[config.mk]
export PLATFORM = sky130hd
export DESIGN_NAME = mqfs_top
export DESIGN_NICKNAME = d
export VERILOG_FILES = /design/src/rtl/mqfs_pkg.sv /design/src/rtl/mqfs_top.sv
export VERILOG_INCLUDE_DIRS = /design/src /design/src/rtl
export SDC_FILE = /design/constraint.sdc
export NUM_CORES = 1
export LEC_CHECK = 0
export BUFFER_PORTS_ARGS = -buffer_cell sky130_fd_sc_hd__buf_2
export CORE_UTILIZATION = 46
export CTS_CLUSTER_DIAMETER = 120
export DETAILED_ROUTE_END_ITERATION = 16
export GPL_TIMING_DRIVEN = 0
export PLACE_DENSITY_LB_ADDON = 0.25
export SETUP_SLACK_MARGIN = 0.3
export SLEW_MARGIN = 30
export SYNTH_ARGS = -nofsm -noshare
export SYNTH_HDL_FRONTEND = slang
export SYNTH_SLANG_ARGS = --single-unit
[constraint.sdc]
create_clock -name clk -period 2.1 [get_ports clk]
set_input_delay 0.105 -clock clk [delete_from_list [all_inputs] [get_ports clk]]
set_output_delay 0.105 -clock clk [all_outputs]
set_load 0.02 [all_outputs]
[src/rtl/mqfs_defs.svh]
// offsets, field positions, reset values and timing counts of the flag-status block
// assumes a 32-bit apb slave with byte addresses in paddr
`ifndef MQFS_DEFS_SVH
`define MQFS_DEFS_SVH

`define MQFS_ADDR_W        12
`define MQFS_CTRL_OFF      12'h000
`define MQFS_CFG_OFF       12'h004
`define MQFS_STAT_OFF      12'h008

`define MQFS_CTRL_DUP_RD   0
`define MQFS_CTRL_DUP_WR   1
`define MQFS_CTRL_RD_LINE  4
`define MQFS_CTRL_WR_LINE  8
`define MQFS_CTRL_RST      32'h0000_0000

`define MQFS_CFG_IN_W      0
`define MQFS_CFG_OUT_W     2
`define MQFS_CFG_PKT       4
`define MQFS_CFG_POLLED    5
`define MQFS_CFG_DEV_ID    8
`define MQFS_CFG_MRS       12

`define MQFS_STAT_RD_Q     0
`define MQFS_STAT_RD_HIT   4
`define MQFS_STAT_WR_Q     8
`define MQFS_STAT_WR_HIT   12
`define MQFS_STAT_RD_SEC   16
`define MQFS_STAT_WR_SEC   17
`define MQFS_STAT_OV       20
`define MQFS_STAT_AE       21
`define MQFS_STAT_AF       22
`define MQFS_STAT_PR       23

`define MQFS_SYNC_STAGES   2
`define MQFS_OV_DELAY      2

`endif

[src/rtl/mqfs_pkg.sv]
// types shared by the flag-status block
// assumes 16 queues in two sectors of 8
package mqfs_pkg;

    typedef enum logic [1:0] {
        MQFS_X9,
        MQFS_X18,
        MQFS_X36
    } mqfs_width_t;

    // per-queue status from the queue core, same clock
    typedef struct packed {
        logic [15:0] empty;
        logic [15:0] ae_n;
        logic [15:0] af_n;
        logic [15:0] pr_n;
    } mqfs_qstat_t;

    // configuration caught during master reset
    typedef struct packed {
        mqfs_width_t in_w;
        mqfs_width_t out_w;
        logic        pkt;
        logic        polled;
        logic [2:0]  dev_id;
    } mqfs_cfg_t;

endpackage

[src/rtl/mqfs_top.sv]
// flag-status logic of a 16-queue fifo: output valid, discrete and bus flags, width setup
// assumes queue status arrives on clk, pins are asynchronous, software on apb
//
// What this block does
// output valid flag goes high when the selected read queue is empty
// output valid flag can float so expanded devices share one wire
// output width strap is sampled at master reset and held stable after
// width straps give x9, x18 or x36 ports, one port always x36
// almost-empty flag low when selected read queue almost empty, on read clock
// read queue picked by read address with address enable on a clock edge
// almost-empty flag may also appear on one line of read flag bus
// almost-full flag low when selected write queue almost full, on write clock
// write queue picked by write address with address enable on a clock edge
// almost-full flag may also appear on one line of write flag bus
// read flag bus is 8 bits, one sector of 8 queues, 2 sectors
// read flag bus shows almost-empty or packet-ready per latched packet mode
// flag bus mode latched at master reset, buses run direct or polled
// both flag buses can float for expansion without contention
// direct mode: read address plus read strobe selects device and sector
// polled mode: read bus steps through sectors on each clock edge
// write flag bus is 8 bits carrying almost-full of one sector
// direct mode: write address, enable and strobe select write bus sector
// polled mode: write bus steps through sectors on each clock edge
// output valid trails read queue selection by two clock cycles
// address top 3 bits match device id, low 5 bits pick queue
// packet mode strap high selects packet mode when bus matching is off, low almost-empty mode
// direct mode bus holds last selected sector, refreshed every clock
// single-device polled mode alternates between the two sectors
`include "mqfs_defs.svh"
`timescale 1ns/1ps
`default_nettype none

module mqfs_sync #(
    parameter int WIDTH = 1
) (
    // clock and reset
    input  wire logic             clk,
    input  wire logic             rstn,
    // asynchronous in, synchronous out
    input  wire logic [WIDTH-1:0] d,
    output logic      [WIDTH-1:0] q
);
    logic [WIDTH-1:0] meta_reg;

    always_ff @(posedge clk or negedge rstn) begin
        if (!rstn) begin
            meta_reg <= '0;
            q        <= '0;
        end else begin
            meta_reg <= d;
            q        <= meta_reg;
        end
    end
endmodule

module mqfs_top
    import mqfs_pkg::*;
(
    // clock and reset
    input  wire logic                    clk,
    input  wire logic                    rstn,
    // apb slave
    input  wire logic                    psel,
    input  wire logic                    penable,
    input  wire logic                    pwrite,
    input  wire logic [`MQFS_ADDR_W-1:0] paddr,
    input  wire logic [31:0]             pwdata,
    output logic      [31:0]             prdata,
    output logic                         pready,
    output logic                         pslverr,
    // configuration straps
    input  wire logic                    master_reset_n,
    input  wire logic                    input_width_sel,
    input  wire logic                    output_width_sel,
    input  wire logic                    bus_match_sel,
    input  wire logic                    flag_bus_mode_sel,
    input  wire logic                    packet_mode_sel,
    input  wire logic [2:0]              device_identity_in,
    // read port selection pins
    input  wire logic [7:0]              read_queue_addr,
    input  wire logic                    read_addr_enable,
    input  wire logic                    read_flag_strobe,
    // write port selection pins
    input  wire logic [7:0]              write_queue_addr,
    input  wire logic                    write_addr_enable,
    input  wire logic                    write_flag_strobe,
    // queue core status
    input  wire mqfs_qstat_t             queue_status,
    // discrete flags, each with a low-active output enable
    output logic                         output_valid_flag_n,
    output logic                         output_valid_flag_oe_n,
    output logic                         almost_empty_flag_n,
    output logic                         almost_empty_flag_oe_n,
    output logic                         packet_ready_flag_n,
    output logic                         packet_ready_flag_oe_n,
    output logic                         almost_full_flag_n,
    output logic                         almost_full_flag_oe_n,
    // flag buses
    output logic [7:0]                   read_flag_bus,
    output logic                         read_flag_bus_oe_n,
    output logic [7:0]                   write_flag_bus,
    output logic                         write_flag_bus_oe_n,
    // port widths set at master reset
    output mqfs_width_t                  in_width,
    output mqfs_width_t                  out_width
);
    localparam int PINS = 29;

    logic [PINS-1:0] pin_s;
    logic            mrs_s, iw_s, ow_s, bm_s, fm_s, pkt_s;
    logic [2:0]      id_s;
    logic [7:0]      raddr_s, waddr_s;
    logic            read_addr_enable_s, read_flag_strobe_s, write_addr_enable_s, write_flag_strobe_s;
    logic [3:0]      raddr_q, waddr_q;
    logic            rd_dev_hit, wr_dev_hit;
    mqfs_cfg_t       cfg_reg, cfg_next;

    mqfs_sync #(.WIDTH(PINS)) u_pin_sync (
        .clk  (clk),
        .rstn (rstn),
        .d    ({master_reset_n, input_width_sel, output_width_sel, bus_match_sel,
                flag_bus_mode_sel, packet_mode_sel, device_identity_in,
                read_queue_addr, read_addr_enable, read_flag_strobe,
                write_queue_addr, write_addr_enable, write_flag_strobe}),
        .q    (pin_s)
    );

    assign {mrs_s, iw_s, ow_s, bm_s, fm_s, pkt_s, id_s, raddr_s, read_addr_enable_s, read_flag_strobe_s,
            waddr_s, write_addr_enable_s, write_flag_strobe_s} = pin_s;
    assign raddr_q    = raddr_s[3:0];
    assign waddr_q    = waddr_s[3:0];
    // queue numbers 16..31 exist in the address space but not in this device
    assign rd_dev_hit = (raddr_s[7:5] == cfg_reg.dev_id) && !raddr_s[4];
    assign wr_dev_hit = (waddr_s[7:5] == cfg_reg.dev_id) && !waddr_s[4];

    // ---- configuration caught while master reset is held

    always_comb begin
        cfg_next        = '0;
        cfg_next.in_w   = MQFS_X36;
        cfg_next.out_w  = MQFS_X36;
        if (bm_s) begin
            case ({iw_s, ow_s})
                2'b00:   cfg_next.in_w  = MQFS_X18;
                2'b01:   cfg_next.in_w  = MQFS_X9;
                2'b10:   cfg_next.out_w = MQFS_X18;
                default: cfg_next.out_w = MQFS_X9;
            endcase
        end
        // packet mode needs x36 on both ports, else fall back to almost-empty
        cfg_next.pkt    = pkt_s && !bm_s;
        cfg_next.polled = fm_s;
        cfg_next.dev_id = id_s;
    end

    always_ff @(posedge clk or negedge rstn) begin
        if (!rstn) begin
            cfg_reg <= '0;
        end else if (!mrs_s) begin
            cfg_reg <= cfg_next;
        end
    end

    always_ff @(posedge clk or negedge rstn) begin
        if (!rstn) begin
            in_width  <= MQFS_X36;
            out_width <= MQFS_X36;
        end else begin
            in_width  <= cfg_reg.in_w;
            out_width <= cfg_reg.out_w;
        end
    end

    // ---- software control
    logic       dup_rd_reg, dup_wr_reg;
    logic [2:0] rd_line_reg, wr_line_reg;

    // ---- read queue selection and discrete read flags
    logic [3:0] rd_q_reg;
    logic       rd_hit_reg;
    logic       rd_empty_sel, rd_ae_sel, rd_pr_sel;
    logic       ov_p1_reg, ov_oe_p1_reg;

    always_ff @(posedge clk or negedge rstn) begin
        if (!rstn) begin
            rd_q_reg   <= '0;
            rd_hit_reg <= 1'b0;
        end else if (!mrs_s) begin
            rd_q_reg   <= '0;
            rd_hit_reg <= 1'b0;
        end else if (read_addr_enable_s) begin
            rd_q_reg   <= raddr_q;
            rd_hit_reg <= rd_dev_hit;
        end
    end

    assign rd_empty_sel = queue_status.empty[rd_q_reg];
    assign rd_ae_sel    = queue_status.ae_n[rd_q_reg];
    assign rd_pr_sel    = cfg_reg.pkt ? queue_status.pr_n[rd_q_reg] : 1'b1;

    // two stages so the flag lines up with the read data path
    always_ff @(posedge clk or negedge rstn) begin
        if (!rstn) begin
            ov_p1_reg              <= 1'b1;
            ov_oe_p1_reg           <= 1'b1;
            output_valid_flag_n    <= 1'b1;
            output_valid_flag_oe_n <= 1'b1;
        end else begin
            ov_p1_reg              <= rd_empty_sel;
            ov_oe_p1_reg           <= !rd_hit_reg;
            output_valid_flag_n    <= ov_p1_reg;
            output_valid_flag_oe_n <= ov_oe_p1_reg;
        end
    end

    always_ff @(posedge clk or negedge rstn) begin
        if (!rstn) begin
            almost_empty_flag_n    <= 1'b1;
            almost_empty_flag_oe_n <= 1'b1;
            packet_ready_flag_n    <= 1'b1;
            packet_ready_flag_oe_n <= 1'b1;
        end else begin
            almost_empty_flag_n    <= rd_ae_sel;
            almost_empty_flag_oe_n <= !rd_hit_reg;
            packet_ready_flag_n    <= rd_pr_sel;
            packet_ready_flag_oe_n <= !(rd_hit_reg && cfg_reg.pkt);
        end
    end

    // ---- write queue selection and discrete write flag
    logic [3:0] wr_q_reg;
    logic       wr_hit_reg;
    logic       wr_af_sel;

    always_ff @(posedge clk or negedge rstn) begin
        if (!rstn) begin
            wr_q_reg   <= '0;
            wr_hit_reg <= 1'b0;
        end else if (!mrs_s) begin
            wr_q_reg   <= '0;
            wr_hit_reg <= 1'b0;
        end else if (write_addr_enable_s) begin
            wr_q_reg   <= waddr_q;
            wr_hit_reg <= wr_dev_hit;
        end
    end

    assign wr_af_sel = queue_status.af_n[wr_q_reg];

    always_ff @(posedge clk or negedge rstn) begin
        if (!rstn) begin
            almost_full_flag_n    <= 1'b1;
            almost_full_flag_oe_n <= 1'b1;
        end else begin
            almost_full_flag_n    <= wr_af_sel;
            almost_full_flag_oe_n <= !wr_hit_reg;
        end
    end

    // ---- read flag bus
    logic       rsec_reg, rbus_en_reg;
    logic [7:0] rd_slice_raw, rd_slice;

    always_ff @(posedge clk or negedge rstn) begin
        if (!rstn) begin
            rsec_reg    <= 1'b0;
            rbus_en_reg <= 1'b0;
        end else if (!mrs_s) begin
            rsec_reg    <= 1'b0;
            rbus_en_reg <= 1'b0;
        end else if (cfg_reg.polled) begin
            rsec_reg    <= !rsec_reg;
            rbus_en_reg <= 1'b1;
        end else if (read_flag_strobe_s) begin
            rsec_reg    <= raddr_s[3];
            rbus_en_reg <= rd_dev_hit;
        end
    end

    always_comb begin
        if (cfg_reg.pkt) begin
            rd_slice_raw = rsec_reg ? queue_status.pr_n[15:8] : queue_status.pr_n[7:0];
        end else begin
            rd_slice_raw = rsec_reg ? queue_status.ae_n[15:8] : queue_status.ae_n[7:0];
        end
        rd_slice = rd_slice_raw;
        if (dup_rd_reg && rd_hit_reg) begin
            rd_slice[rd_line_reg] = cfg_reg.pkt ? rd_pr_sel : rd_ae_sel;
        end
    end

    always_ff @(posedge clk or negedge rstn) begin
        if (!rstn) begin
            read_flag_bus      <= 8'hff;
            read_flag_bus_oe_n <= 1'b1;
        end else begin
            read_flag_bus      <= rd_slice;
            read_flag_bus_oe_n <= !rbus_en_reg;
        end
    end

    // ---- write flag bus
    logic       wsec_reg, wbus_en_reg;
    logic [7:0] wr_slice_raw, wr_slice;

    always_ff @(posedge clk or negedge rstn) begin
        if (!rstn) begin
            wsec_reg    <= 1'b0;
            wbus_en_reg <= 1'b0;
        end else if (!mrs_s) begin
            wsec_reg    <= 1'b0;
            wbus_en_reg <= 1'b0;
        end else if (cfg_reg.polled) begin
            wsec_reg    <= !wsec_reg;
            wbus_en_reg <= 1'b1;
        end else if (write_flag_strobe_s && write_addr_enable_s) begin
            wsec_reg    <= waddr_s[3];
            wbus_en_reg <= wr_dev_hit;
        end
    end

    always_comb begin
        wr_slice_raw = wsec_reg ? queue_status.af_n[15:8] : queue_status.af_n[7:0];
        wr_slice     = wr_slice_raw;
        if (dup_wr_reg && wr_hit_reg) begin
            wr_slice[wr_line_reg] = wr_af_sel;
        end
    end

    always_ff @(posedge clk or negedge rstn) begin
        if (!rstn) begin
            write_flag_bus      <= 8'hff;
            write_flag_bus_oe_n <= 1'b1;
        end else begin
            write_flag_bus      <= wr_slice;
            write_flag_bus_oe_n <= !wbus_en_reg;
        end
    end

    // ---- apb slave, no wait state on any transfer, pready high in the first access cycle
    logic [31:0] rd_mux;
    logic        addr_ok, wr_ok, do_write;

    always_comb begin
        rd_mux  = 32'h0000_0000;
        addr_ok = 1'b1;
        case (paddr)
            `MQFS_CTRL_OFF: begin
                rd_mux[`MQFS_CTRL_DUP_RD]       = dup_rd_reg;
                rd_mux[`MQFS_CTRL_DUP_WR]       = dup_wr_reg;
                rd_mux[`MQFS_CTRL_RD_LINE +: 3] = rd_line_reg;
                rd_mux[`MQFS_CTRL_WR_LINE +: 3] = wr_line_reg;
            end
            `MQFS_CFG_OFF: begin
                rd_mux[`MQFS_CFG_IN_W +: 2]   = cfg_reg.in_w;
                rd_mux[`MQFS_CFG_OUT_W +: 2]  = cfg_reg.out_w;
                rd_mux[`MQFS_CFG_PKT]         = cfg_reg.pkt;
                rd_mux[`MQFS_CFG_POLLED]      = cfg_reg.polled;
                rd_mux[`MQFS_CFG_DEV_ID +: 3] = cfg_reg.dev_id;
                rd_mux[`MQFS_CFG_MRS]         = !mrs_s;
            end
            `MQFS_STAT_OFF: begin
                rd_mux[`MQFS_STAT_RD_Q +: 4] = rd_q_reg;
                rd_mux[`MQFS_STAT_RD_HIT]    = rd_hit_reg;
                rd_mux[`MQFS_STAT_WR_Q +: 4] = wr_q_reg;
                rd_mux[`MQFS_STAT_WR_HIT]    = wr_hit_reg;
                rd_mux[`MQFS_STAT_RD_SEC]    = rsec_reg;
                rd_mux[`MQFS_STAT_WR_SEC]    = wsec_reg;
                rd_mux[`MQFS_STAT_OV]        = output_valid_flag_n;
                rd_mux[`MQFS_STAT_AE]        = almost_empty_flag_n;
                rd_mux[`MQFS_STAT_AF]        = almost_full_flag_n;
                rd_mux[`MQFS_STAT_PR]        = packet_ready_flag_n;
            end
            default: addr_ok = 1'b0;
        endcase
    end

    assign wr_ok    = (paddr == `MQFS_CTRL_OFF);
    assign do_write = psel && penable && pready && pwrite && wr_ok;

    always_ff @(posedge clk or negedge rstn) begin
        if (!rstn) begin
            pready  <= 1'b0;
            prdata  <= 32'h0000_0000;
            pslverr <= 1'b0;
        end else if (psel && !penable) begin
            pready  <= 1'b1;
            prdata  <= pwrite ? 32'h0000_0000 : rd_mux;
            // status and config are read-only, so writes there are refused
            pslverr <= !addr_ok || (pwrite && !wr_ok);
        end else begin
            pready  <= 1'b0;
            pslverr <= 1'b0;
        end
    end

    always_ff @(posedge clk or negedge rstn) begin
        if (!rstn) begin
            dup_rd_reg  <= 1'(`MQFS_CTRL_RST >> `MQFS_CTRL_DUP_RD);
            dup_wr_reg  <= 1'b0;
            rd_line_reg <= 3'h0;
            wr_line_reg <= 3'h0;
        end else if (do_write) begin
            dup_rd_reg  <= pwdata[`MQFS_CTRL_DUP_RD];
            dup_wr_reg  <= pwdata[`MQFS_CTRL_DUP_WR];
            rd_line_reg <= pwdata[`MQFS_CTRL_RD_LINE +: 3];
            wr_line_reg <= pwdata[`MQFS_CTRL_WR_LINE +: 3];
        end
    end

    // ---- checks
    logic [1:0] age_reg;
    logic       warm;

    always_ff @(posedge clk or negedge rstn) begin
        if (!rstn) begin
            age_reg <= 2'h0;
        end else if (age_reg != 2'h3) begin
            age_reg <= age_reg + 2'h1;
        end
    end
    assign warm = (age_reg == 2'h3);
endmodule

`default_nettype wire

==> results of run 1 <==
## routing by layer
layer  up-vias  track usage, %  wire (um)
met2       155            38.0       7110
met4         0            9.00        216
met5         -               0          0
li1       1976               -          -
met3        21            6.33        823
met1      2088            25.3       5670
## cell families after synthesis
kind of cell / after synthesis / synth area share, %
AO/OA/AOI/OAI: 46 / 6.24
AND/OR/NAND/NOR: 98 / 8.15
buffers and inverters: 47 / 4.57
multiplexers: 86 / 19.8
other: 1 / 0.0636
flip-flops: 140 / 60.1
XOR/XNOR: 6 / 0.892
adder cells (fa/ha/maj): 1 / 0.170
## through the flow
step                      power (W)  cell area [um2]  setup TNS, ps
after floorplan             0.00349             5940              0
after global placement      0.00380             6980         -95000
after detailed placement    0.00383             7030              0
after CTS                   0.00684             8050              0
after global routing        0.00706             8120              0
final                       0.00679             8120              0
## worst register-to-register path: cells and delay by family (launching register included)
family | cells | cell delay (ps)
AOI/OAI and AO/OA | 2 | 630
DFF | 1 | 370
buffers and inverters | 2 | 270
and+or+nand+nor | 1 | 80
muxes | 2 | 590
## layout by cell type (no fill, tap or decap), types with 4 or more instances in the layout
master,count
sky130_fd_sc_hd__clkbuf_16,18
sky130_fd_sc_hd__a22o_1,7
sky130_fd_sc_hd__nor2b_1,4
sky130_fd_sc_hd__nand2_1,21
sky130_fd_sc_hd__xnor2_1,4
sky130_fd_sc_hd__mux2_2,14
sky130_fd_sc_hd__nor4_1,4
sky130_fd_sc_hd__nand2b_1,8
sky130_fd_sc_hd__buf_2,166
sky130_fd_sc_hd__nor2_1,36
sky130_fd_sc_hd__nand3_1,4
sky130_fd_sc_hd__dlygate4sd3_1,38
sky130_fd_sc_hd__conb_1,14
sky130_fd_sc_hd__mux2_4,14
sky130_fd_sc_hd__nor3_1,5
sky130_fd_sc_hd__buf_4,16
sky130_fd_sc_hd__nand3b_1,4
sky130_fd_sc_hd__o21ai_0,6
sky130_fd_sc_hd__mux4_2,18
sky130_fd_sc_hd__inv_1,11
sky130_fd_sc_hd__dfrtp_1,111
sky130_fd_sc_hd__mux2i_1,38
sky130_fd_sc_hd__clkbuf_1,14
sky130_fd_sc_hd__dfstp_2,29
sky130_fd_sc_hd__a221o_1,6
## repair_timing
| action | 4_1_cts | 5_1_grt |
|---|---|---|
| resized for setup | 7 | 8 |
| pin swaps | 4 | 4 |
| hold endpoints to repair | 102 | 0 |
| endpoints found under the setup margin | 17 | 13 |
| buffers inserted | 1 | 0 |
| hold buffers | 38 | 0 |
| gates cloned | 1 | 1 |
## area by class of cell
type                       count  area [um2]
tap                          168         210
clock buffer                  19         433
clock inverter                11         148
inverter                      11        41.3
fill                         929        4150
timing repair buffer         207        1280
buffer                        36         238
sequential                   140        3540
multi-input combinational    252        2230
## final timing paths
path,start,to,slack [ps],cells past startpoint
max in group asynchronous,rstn,write_flag_bus[6]$_DFF_PN1_,1140,3
max reg2reg,rd_q_reg[0]$_DFFE_PN0P_,read_flag_bus[1]$_DFF_PN1_,90,7
min reg2reg,u_pin_sync.meta_reg[1]$_DFF_PN0_,u_pin_sync.q[1]$_DFF_PN0_,350,0
min,queue_status[23],write_flag_bus[7]$_DFF_PN1_,20,3
max,rd_q_reg[0]$_DFFE_PN0P_,read_flag_bus[1]$_DFF_PN1_,90,7
min in group asynchronous,rstn,pready$_DFF_PN0_,220,2
## power by group through the flow
stage | Sequential, W | Clock [W] | Combinational, W
after detailed placement | 0.00301 | 0 | 0.000811
final | 0.00297 | 0.00291 | 0.000910
after CTS | 0.00297 | 0.00298 | 0.000890
after global routing | 0.00298 | 0.00310 | 0.000979
after floorplan | 0.00308 | 0 | 0.000407
after global placement | 0.00301 | 0 | 0.000788
==> results.md, run 1 <==
- Of all nets on the critical path, the largest fanout is 8.
- After synthesis, the largest area contributor takes up 47.1% of total cell area.
- The count of pins over their slew limit was 0.
- The total overflow left after global routing is 0.
- The number of DRC violations after detailed routing is 0.
- The worst clock skew is 7.29 ps.
- The worst slack at placement is 16.5 ps.
- Setup repair after global routing could not meet its margin everywhere.
- The biggest area contributor in the post-synthesis netlist is sky130_fd_sc_hd__dfrtp_1.
- The post-route non-filler standard cell count is 844.
- After detailed placement, the design holds a cell count of 773.
- In this run the number of H-tree levels came out at 4.
- The final core area utilization is 66.2%.
- Sequential cells account for 43.7% of the total power.
- The count of distinct cell types in the synthesized netlist is 54.
- After detailed routing, the total wire length is 13.8 mm.
- The critical path's largest stage delay is 450 ps.
- The CTS tree is built.
- At the pin with the least slew margin, the transition time is 713 ps.
- The final setup slack of the worst path is 91.9 ps.
- The cell area that synthesis handed to floorplanning was 5890 um2.
- Dividing the detail-routed wire length by the instance count gives 16.4 um.
- The flow ran to the end, and the final reports show no timing, DRC or antenna violations.
- The final RePlAce weighted congestion is 0.874.
- The root buffer cell chosen for the clock tree is sky130_fd_sc_hd__clkbuf_16.
- The clock network burns 42.9% of the power.
- After clock tree synthesis, the clock-pin slew on the worst setup and hold paths is 50 ps.
- The worst hold-check slack is 23.5 ps.
- The worst-case IR drop observed on VDD is 0.683 mV.
- Broken down by cell family, the worst path's largest delay share belongs to compound AO/OA/AOI/OAI gates.
- The total vias in the final route is 4240.
- Yosys printed 0 warnings.
- The synthesis-stage register bit count is 140.
- The number of global-route vias before repair is 4259.
- The cell with the largest stage delay on the worst path is sky130_fd_sc_hd__a311o_2.
- The worst setup path is captured at a register.
- 0 antenna diodes ended up in the layout.
- Walking the worst path, the cells encountered are buf_6 > buf_12 > mux2_4 > o22ai_4 > nor4b_2 > a311o_2 > mux2_4.
- Buffers placed on the I/O ports in this run total 166.
- The clock passes through at most 2 buffers.
- The pre-antenna-repair detailed-routing pass consisted of 5 iterations.
- The number of rows created at floorplan is 40.
- The most instantiated library cell after synthesis is sky130_fd_sc_hd__dfrtp_1.
- The number of clock buffers added by TritonCTS is 17.
- The largest net degree at the start of global routing is 76.
- Dividing total power by cell area gives a power density of 837 nW/um2.
- The share of the cycle needed by the critical path after routing is 95.6%.
- The worst setup path is of the reg -> reg kind.
- Together, buffers and inverters on the worst path number 2.
- Sequential cells were found to cover 60.1% of the synthesized design area.
- The core footprint is 12300 um2.
- The type of origin of the critical path is a register.
- The detail route stage leaves a number of antenna-violating nets equal to 0.
- Combinational cells account for 13.4% of the total power.
- The number of maximum-capacitance constraint violations is 0.
- The hold violation total from the final report is 0.
- By instance count, the cell type seen most on the critical path is sky130_fd_sc_hd__mux2_4.
- The first-iteration detailed-routing DRC count is 225.
- The post-synthesis cell count is 425.
- The height of the die is 115 um.
- Yosys mapped a number of flops with a built-in enable equal to 0.
- The static leakage is 3.73 nW.
- The data arrival time of the critical path is 2340 ps.
- Sorting the synthesized cells by how often they occur yields sky130_fd_sc_hd__dfrtp_1, sky130_fd_sc_hd__mux2i_1, sky130_fd_sc_hd__nor2_1, sky130_fd_sc_hd__dfstp_2, sky130_fd_sc_hd__nand2_1.
- The kind of path behind the tightest hold check is in -> reg.
- 206 I/O pins were placed.
- The total die area is 13300 um2.
- The net switching power figure is 0.00159 W.
- The worst path needs 2010 ps of the cycle, external delays included.
- The internal portion of the total power is 0.00520 W.
- For this run, the total global-route usage over all layers was measured as 21.8%.
- The die is 115 um wide.
- Dividing the detail-routed via count by the number of cells gives 5.02.
- The upper clock frequency limit is 498 MHz.
- The average cell area after synthesis is 13.9 um2.
- The first global-routing pass estimated 21.0 mm of wire.
- The post-DP HPWL is 9.94 mm.
- The most used flip-flop cell after synthesis is sky130_fd_sc_hd__dfrtp_1.
- The initial core utilization is 48.1%.
- Compared with the post-synthesis result, the final layout area differs by 37.8%.
- The switching share of power is 23.5%.
- The number of clock sinks seen by CTS is 140.
- By area the synthesized netlist is led by sky130_fd_sc_hd__dfrtp_1, sky130_fd_sc_hd__dfstp_2, sky130_fd_sc_hd__mux4_2.
- The total of endpoints with negative setup slack in the final report is 0.
- The required time of the worst setup path is 2430 ps.
- The proportion of register bits with asynchronous set or reset after synthesis is 100%.
- The fraction of layout cells with a size suffix above 1 is 45.6%.
- The later pin in the worst-skew pair is clocked with a latency of 410 ps.
- The net count reported at finish is 807.
- The worst slew margin relative to its limit is 52.3%.
- The number of antenna violations at the first check in global routing came to 0.
Power figures use the tool's default switching activity.
==> run 2, diff against run 1 <==
SETUP_SLACK_MARGIN = 0.2   (was 0.3)
==> run 2 against run 1 <==
Compared with the run above: sequential share of layout area is 0.13 points higher; clock skew hardly changed; first-iteration DRC count is 4.4% higher; fmax is 0.51% lower; sequential power hardly changed; via count is 0.14% higher; total power is 0.68% lower; cell count is 0.59% higher; combinational power is 2% lower; clock power hardly changed; global-route usage is 0.41 points higher; non-clock buffer count is 3 higher; largest cell class unchanged; largest power group unchanged.
==> results.md, run 2 (same netlist as run 1, synthesis figures left out) <==
- The total vias in the final route is 4246 (+0.14%).
- The data arrival time of the critical path is 2350 ps (about the same).
- The CTS tree is built.
- The final design area excluding fillers is 8090 um2 (-0.31%).
- The net count reported at finish was 810 (+0.37%).
- The peak ir drop on the vdd network is 0.589 mV (-14%).
- The first-pass GRT wire length was 21.5 mm (+2.4%).
- The number of DRC violations after detailed routing is 0 (unchanged).
- The count of buffers inserted at the top-level ports is 166 (unchanged).
- The global router's overall resource usage is 22.2% (+0.41 points).
- The initial core utilization is 48.1% (unchanged).
- The worst setup path is captured at a register.
- The final setup slack of the worst path is 81.6 ps (-10.3 ps).
- For hold timing, the worst endpoint is write_flag_bus[5]$_DFF_PN1_.
- The kind of path behind the tightest hold check is in -> reg.
- The upper clock frequency limit is 495 MHz (-0.51%).
- The launch point of the worst hold path is queue_status[21].
- The clock slew seen by the registers of the worst setup and hold paths is 60 ps (about the same).
- The maximum root-to-sink buffer count came to 2 (unchanged).
- The areal power density over the cells is 834 nW/um2 (-0.37%).
- The height of the die is 115 um (unchanged).
- The footprint of the flip-flops and latches is 3540 um2 (unchanged).
- The core footprint came to 12300 um2 (unchanged).
- The worst slew margin relative to its limit is 52.4% (+0.17 points).
- The final RePlAce weighted congestion is 0.851 (-2.6%).
- The final critical path time including I/O delays and setup is 2020 ps (+10.3 ps).
- The leftover overflow at the end of global routing was 0 (unchanged).
- The run finished with clean final reports.
- The type of origin of the critical path is a register.
- The worst hold-check slack is 13.0 ps (-10.4 ps).
- The library cell used most frequently in the layout, excluding fill and tap cells, is sky130_fd_sc_hd__buf_2.
- The number of antenna violations at the first check in global routing is 0 (unchanged).
- The H-tree depth reported by CTS is 4 (unchanged).
- The post-DP HPWL came to 9.87 mm (-0.69%).
- The post-placement cell area came to 7020 um2 (about the same).
- The area of the multi-input gates is 2200 um2 (-1.2%).
- The area growth from synthesis to layout is 37.3%.
- The fraction of layout cells with a size suffix above 1 is 46.3% (+0.69 points).
- The count of pins over their slew limit came to 0 (unchanged).
- The clock root buffer is sky130_fd_sc_hd__clkbuf_16.
- The number of rows created at floorplan is 40 (unchanged).
- Setup repair after global routing could not meet its margin everywhere.
- The hold violation total from the final report is 0 (unchanged).
- The required time of the worst setup path is 2440 ps (about the same).
- The number of ports placed on the die boundary is 206 (unchanged).
- The total die area came to 13300 um2 (unchanged).
- The number of global-route vias before repair is 4284 (+0.59%).
- The number of maximum-capacitance constraint violations came to 0 (unchanged).
- In the layout the commonest cells are sky130_fd_sc_hd__buf_2, sky130_fd_sc_hd__dfrtp_1, sky130_fd_sc_hd__dlygate4sd3_1.
- The slew at the pin closest to its max-slew limit is 710 ps (-2.48 ps).
- The total of fill cells in the finished design is 927 (-0.22%).
- The insertion delay of the later-clocked pin in the worst-skew pair came to 420 ps (about the same).
- The number of clock sinks seen by CTS is 140 (unchanged).
- The worst clock skew is 7.22 ps (-0.0689 ps).
- In this run the critical register-to-register path is captured at read_flag_bus[6]$_DFF_PN1_.
- The cell depth of the worst hold path was 3 (unchanged).
- The worst setup path is of the reg -> reg kind.
- The start of the worst register-to-register path is rd_q_reg[0]$_DFFE_PN0P_.
- The cell depth of the worst flop-to-flop path is 7 (unchanged).
- The first-iteration detailed-routing DRC count was 235 (+4.4%).
- The antenna diode instance count is 0 (unchanged).
- The vias per cell came to 5.00 (-0.45%).
- The static leakage is 3.74 nW (+0.14%).
- The number of iterations in the first detailed-routing pass is 4 (-1).
- The total of endpoints with negative setup slack in the final report is 0 (unchanged).
- The slack of the worst reg-to-reg path is 80 ps (about the same).
- The largest driver fanout on the critical path is 10 (+2).
- The wire length after detailed routing was 13.7 mm (-1.1%).
- The number of antenna-violating nets in the routed design was 0 (unchanged).
- The worst slack at placement is -23.0 ps (-39.6 ps).
- The detailed-route wire length per cell is 16.1 um (-1.7%).
- The total CTS buffers is 17 (unchanged).
- The largest net degree at the start of global routing came to 74 (-2.6%).
- The horizontal die dimension came to 115 um (unchanged).
- The share of the cycle needed by the critical path after routing came to 96.1% (+0.49 points).
[run 2: cell types whose count changed in the layout (fill, tap and decap cells not counted), sizes merged]
cell / previous run / this run
inv: 12 / 16
dlygate4sd3: 38 / 39
clkinvlp: 1 / 2
buf: 190 / 194
clkinv: 6 / 5
bufinv: 3 / 1
clkbuf: 34 / 32
[run 2: worst max path at each step]
stage / from / to / slack, ps
global placement: rstn / u_pin_sync.meta_reg[3]$_DFF_PN0_ / -850
floorplan: rd_q_reg[0]$_DFFE_PN0P_ / read_flag_bus[0]$_DFF_PN1_ / 200
detailed placement: wr_q_reg[0]$_DFFE_PN0P_ / write_flag_bus[2]$_DFF_PN1_ / -20
CTS: rd_q_reg[0]$_DFFE_PN0P_ / read_flag_bus[6]$_DFF_PN1_ / 100
finish: rd_q_reg[0]$_DFFE_PN0P_ / read_flag_bus[6]$_DFF_PN1_ / 80
global route: rd_q_reg[0]$_DFFE_PN0P_ / read_flag_bus[0]$_DFF_PN1_ / 30
[run 2: layout make-up]
type                       instances  share of cell area (%)
sequential                       140                    43.7
buffer                            36                    2.83
inverter                          11                   0.510
tap                              168                    2.60
clock buffer                      19                    5.60
multi-input combinational        252                    27.2
timing repair buffer             210                    15.9
clock inverter                    13                    1.62
[run 2: per-stage QoR]
stage / util (%) / total power, W / cells / setup TNS [ps]
after detailed placement: 57.3 / 0.00382 / 773 / -51.3
after CTS: 65.8 / 0.00679 / 848 / 0
after global routing: 66.0 / 0.00703 / 849 / 0
final: 66.0 / 0.00674 / 849 / 0
after global placement: 56.9 / 0.00380 / 772 / -98920
after floorplan: - / 0.00349 / 438 / 0
[run 2: routing by layer]
layer	GRT usage [%]	up-vias	part of all wire (%)
met3	5.96	14	5.1
met4	9.26	0	1.2
met2	38.1	157	52
li1	-	1988	-
met1	26.5	2087	42
met5	0	-	0
[run 2: power breakdown]
group | internal, W | switching, W
Sequential | 0.00289 | 0.0000724
Clock | 0.00172 | 0.00116
Combinational | 0.000442 | 0.000454
[run 2: timing repair]
action                                 CTS  global route
gates resized for setup                  9             4
hold buffers                            39             0
setup buffers                            4             0
endpoints found under the hold margin   86             0
pin swaps                                4             2
setup endpoints to repair               17            16
cloned                                   0             1
[run 2: critical path, stage by stage, from the launching register on]
cell and delay [ps]:
sky130_fd_sc_hd__dfrtp_1 380, sky130_fd_sc_hd__buf_6 130, sky130_fd_sc_hd__buf_12 140, sky130_fd_sc_hd__mux2_4 310, sky130_fd_sc_hd__o22ai_4 160, sky130_fd_sc_hd__o32ai_1 110
sky130_fd_sc_hd__a311o_2 430, sky130_fd_sc_hd__mux2_4 280
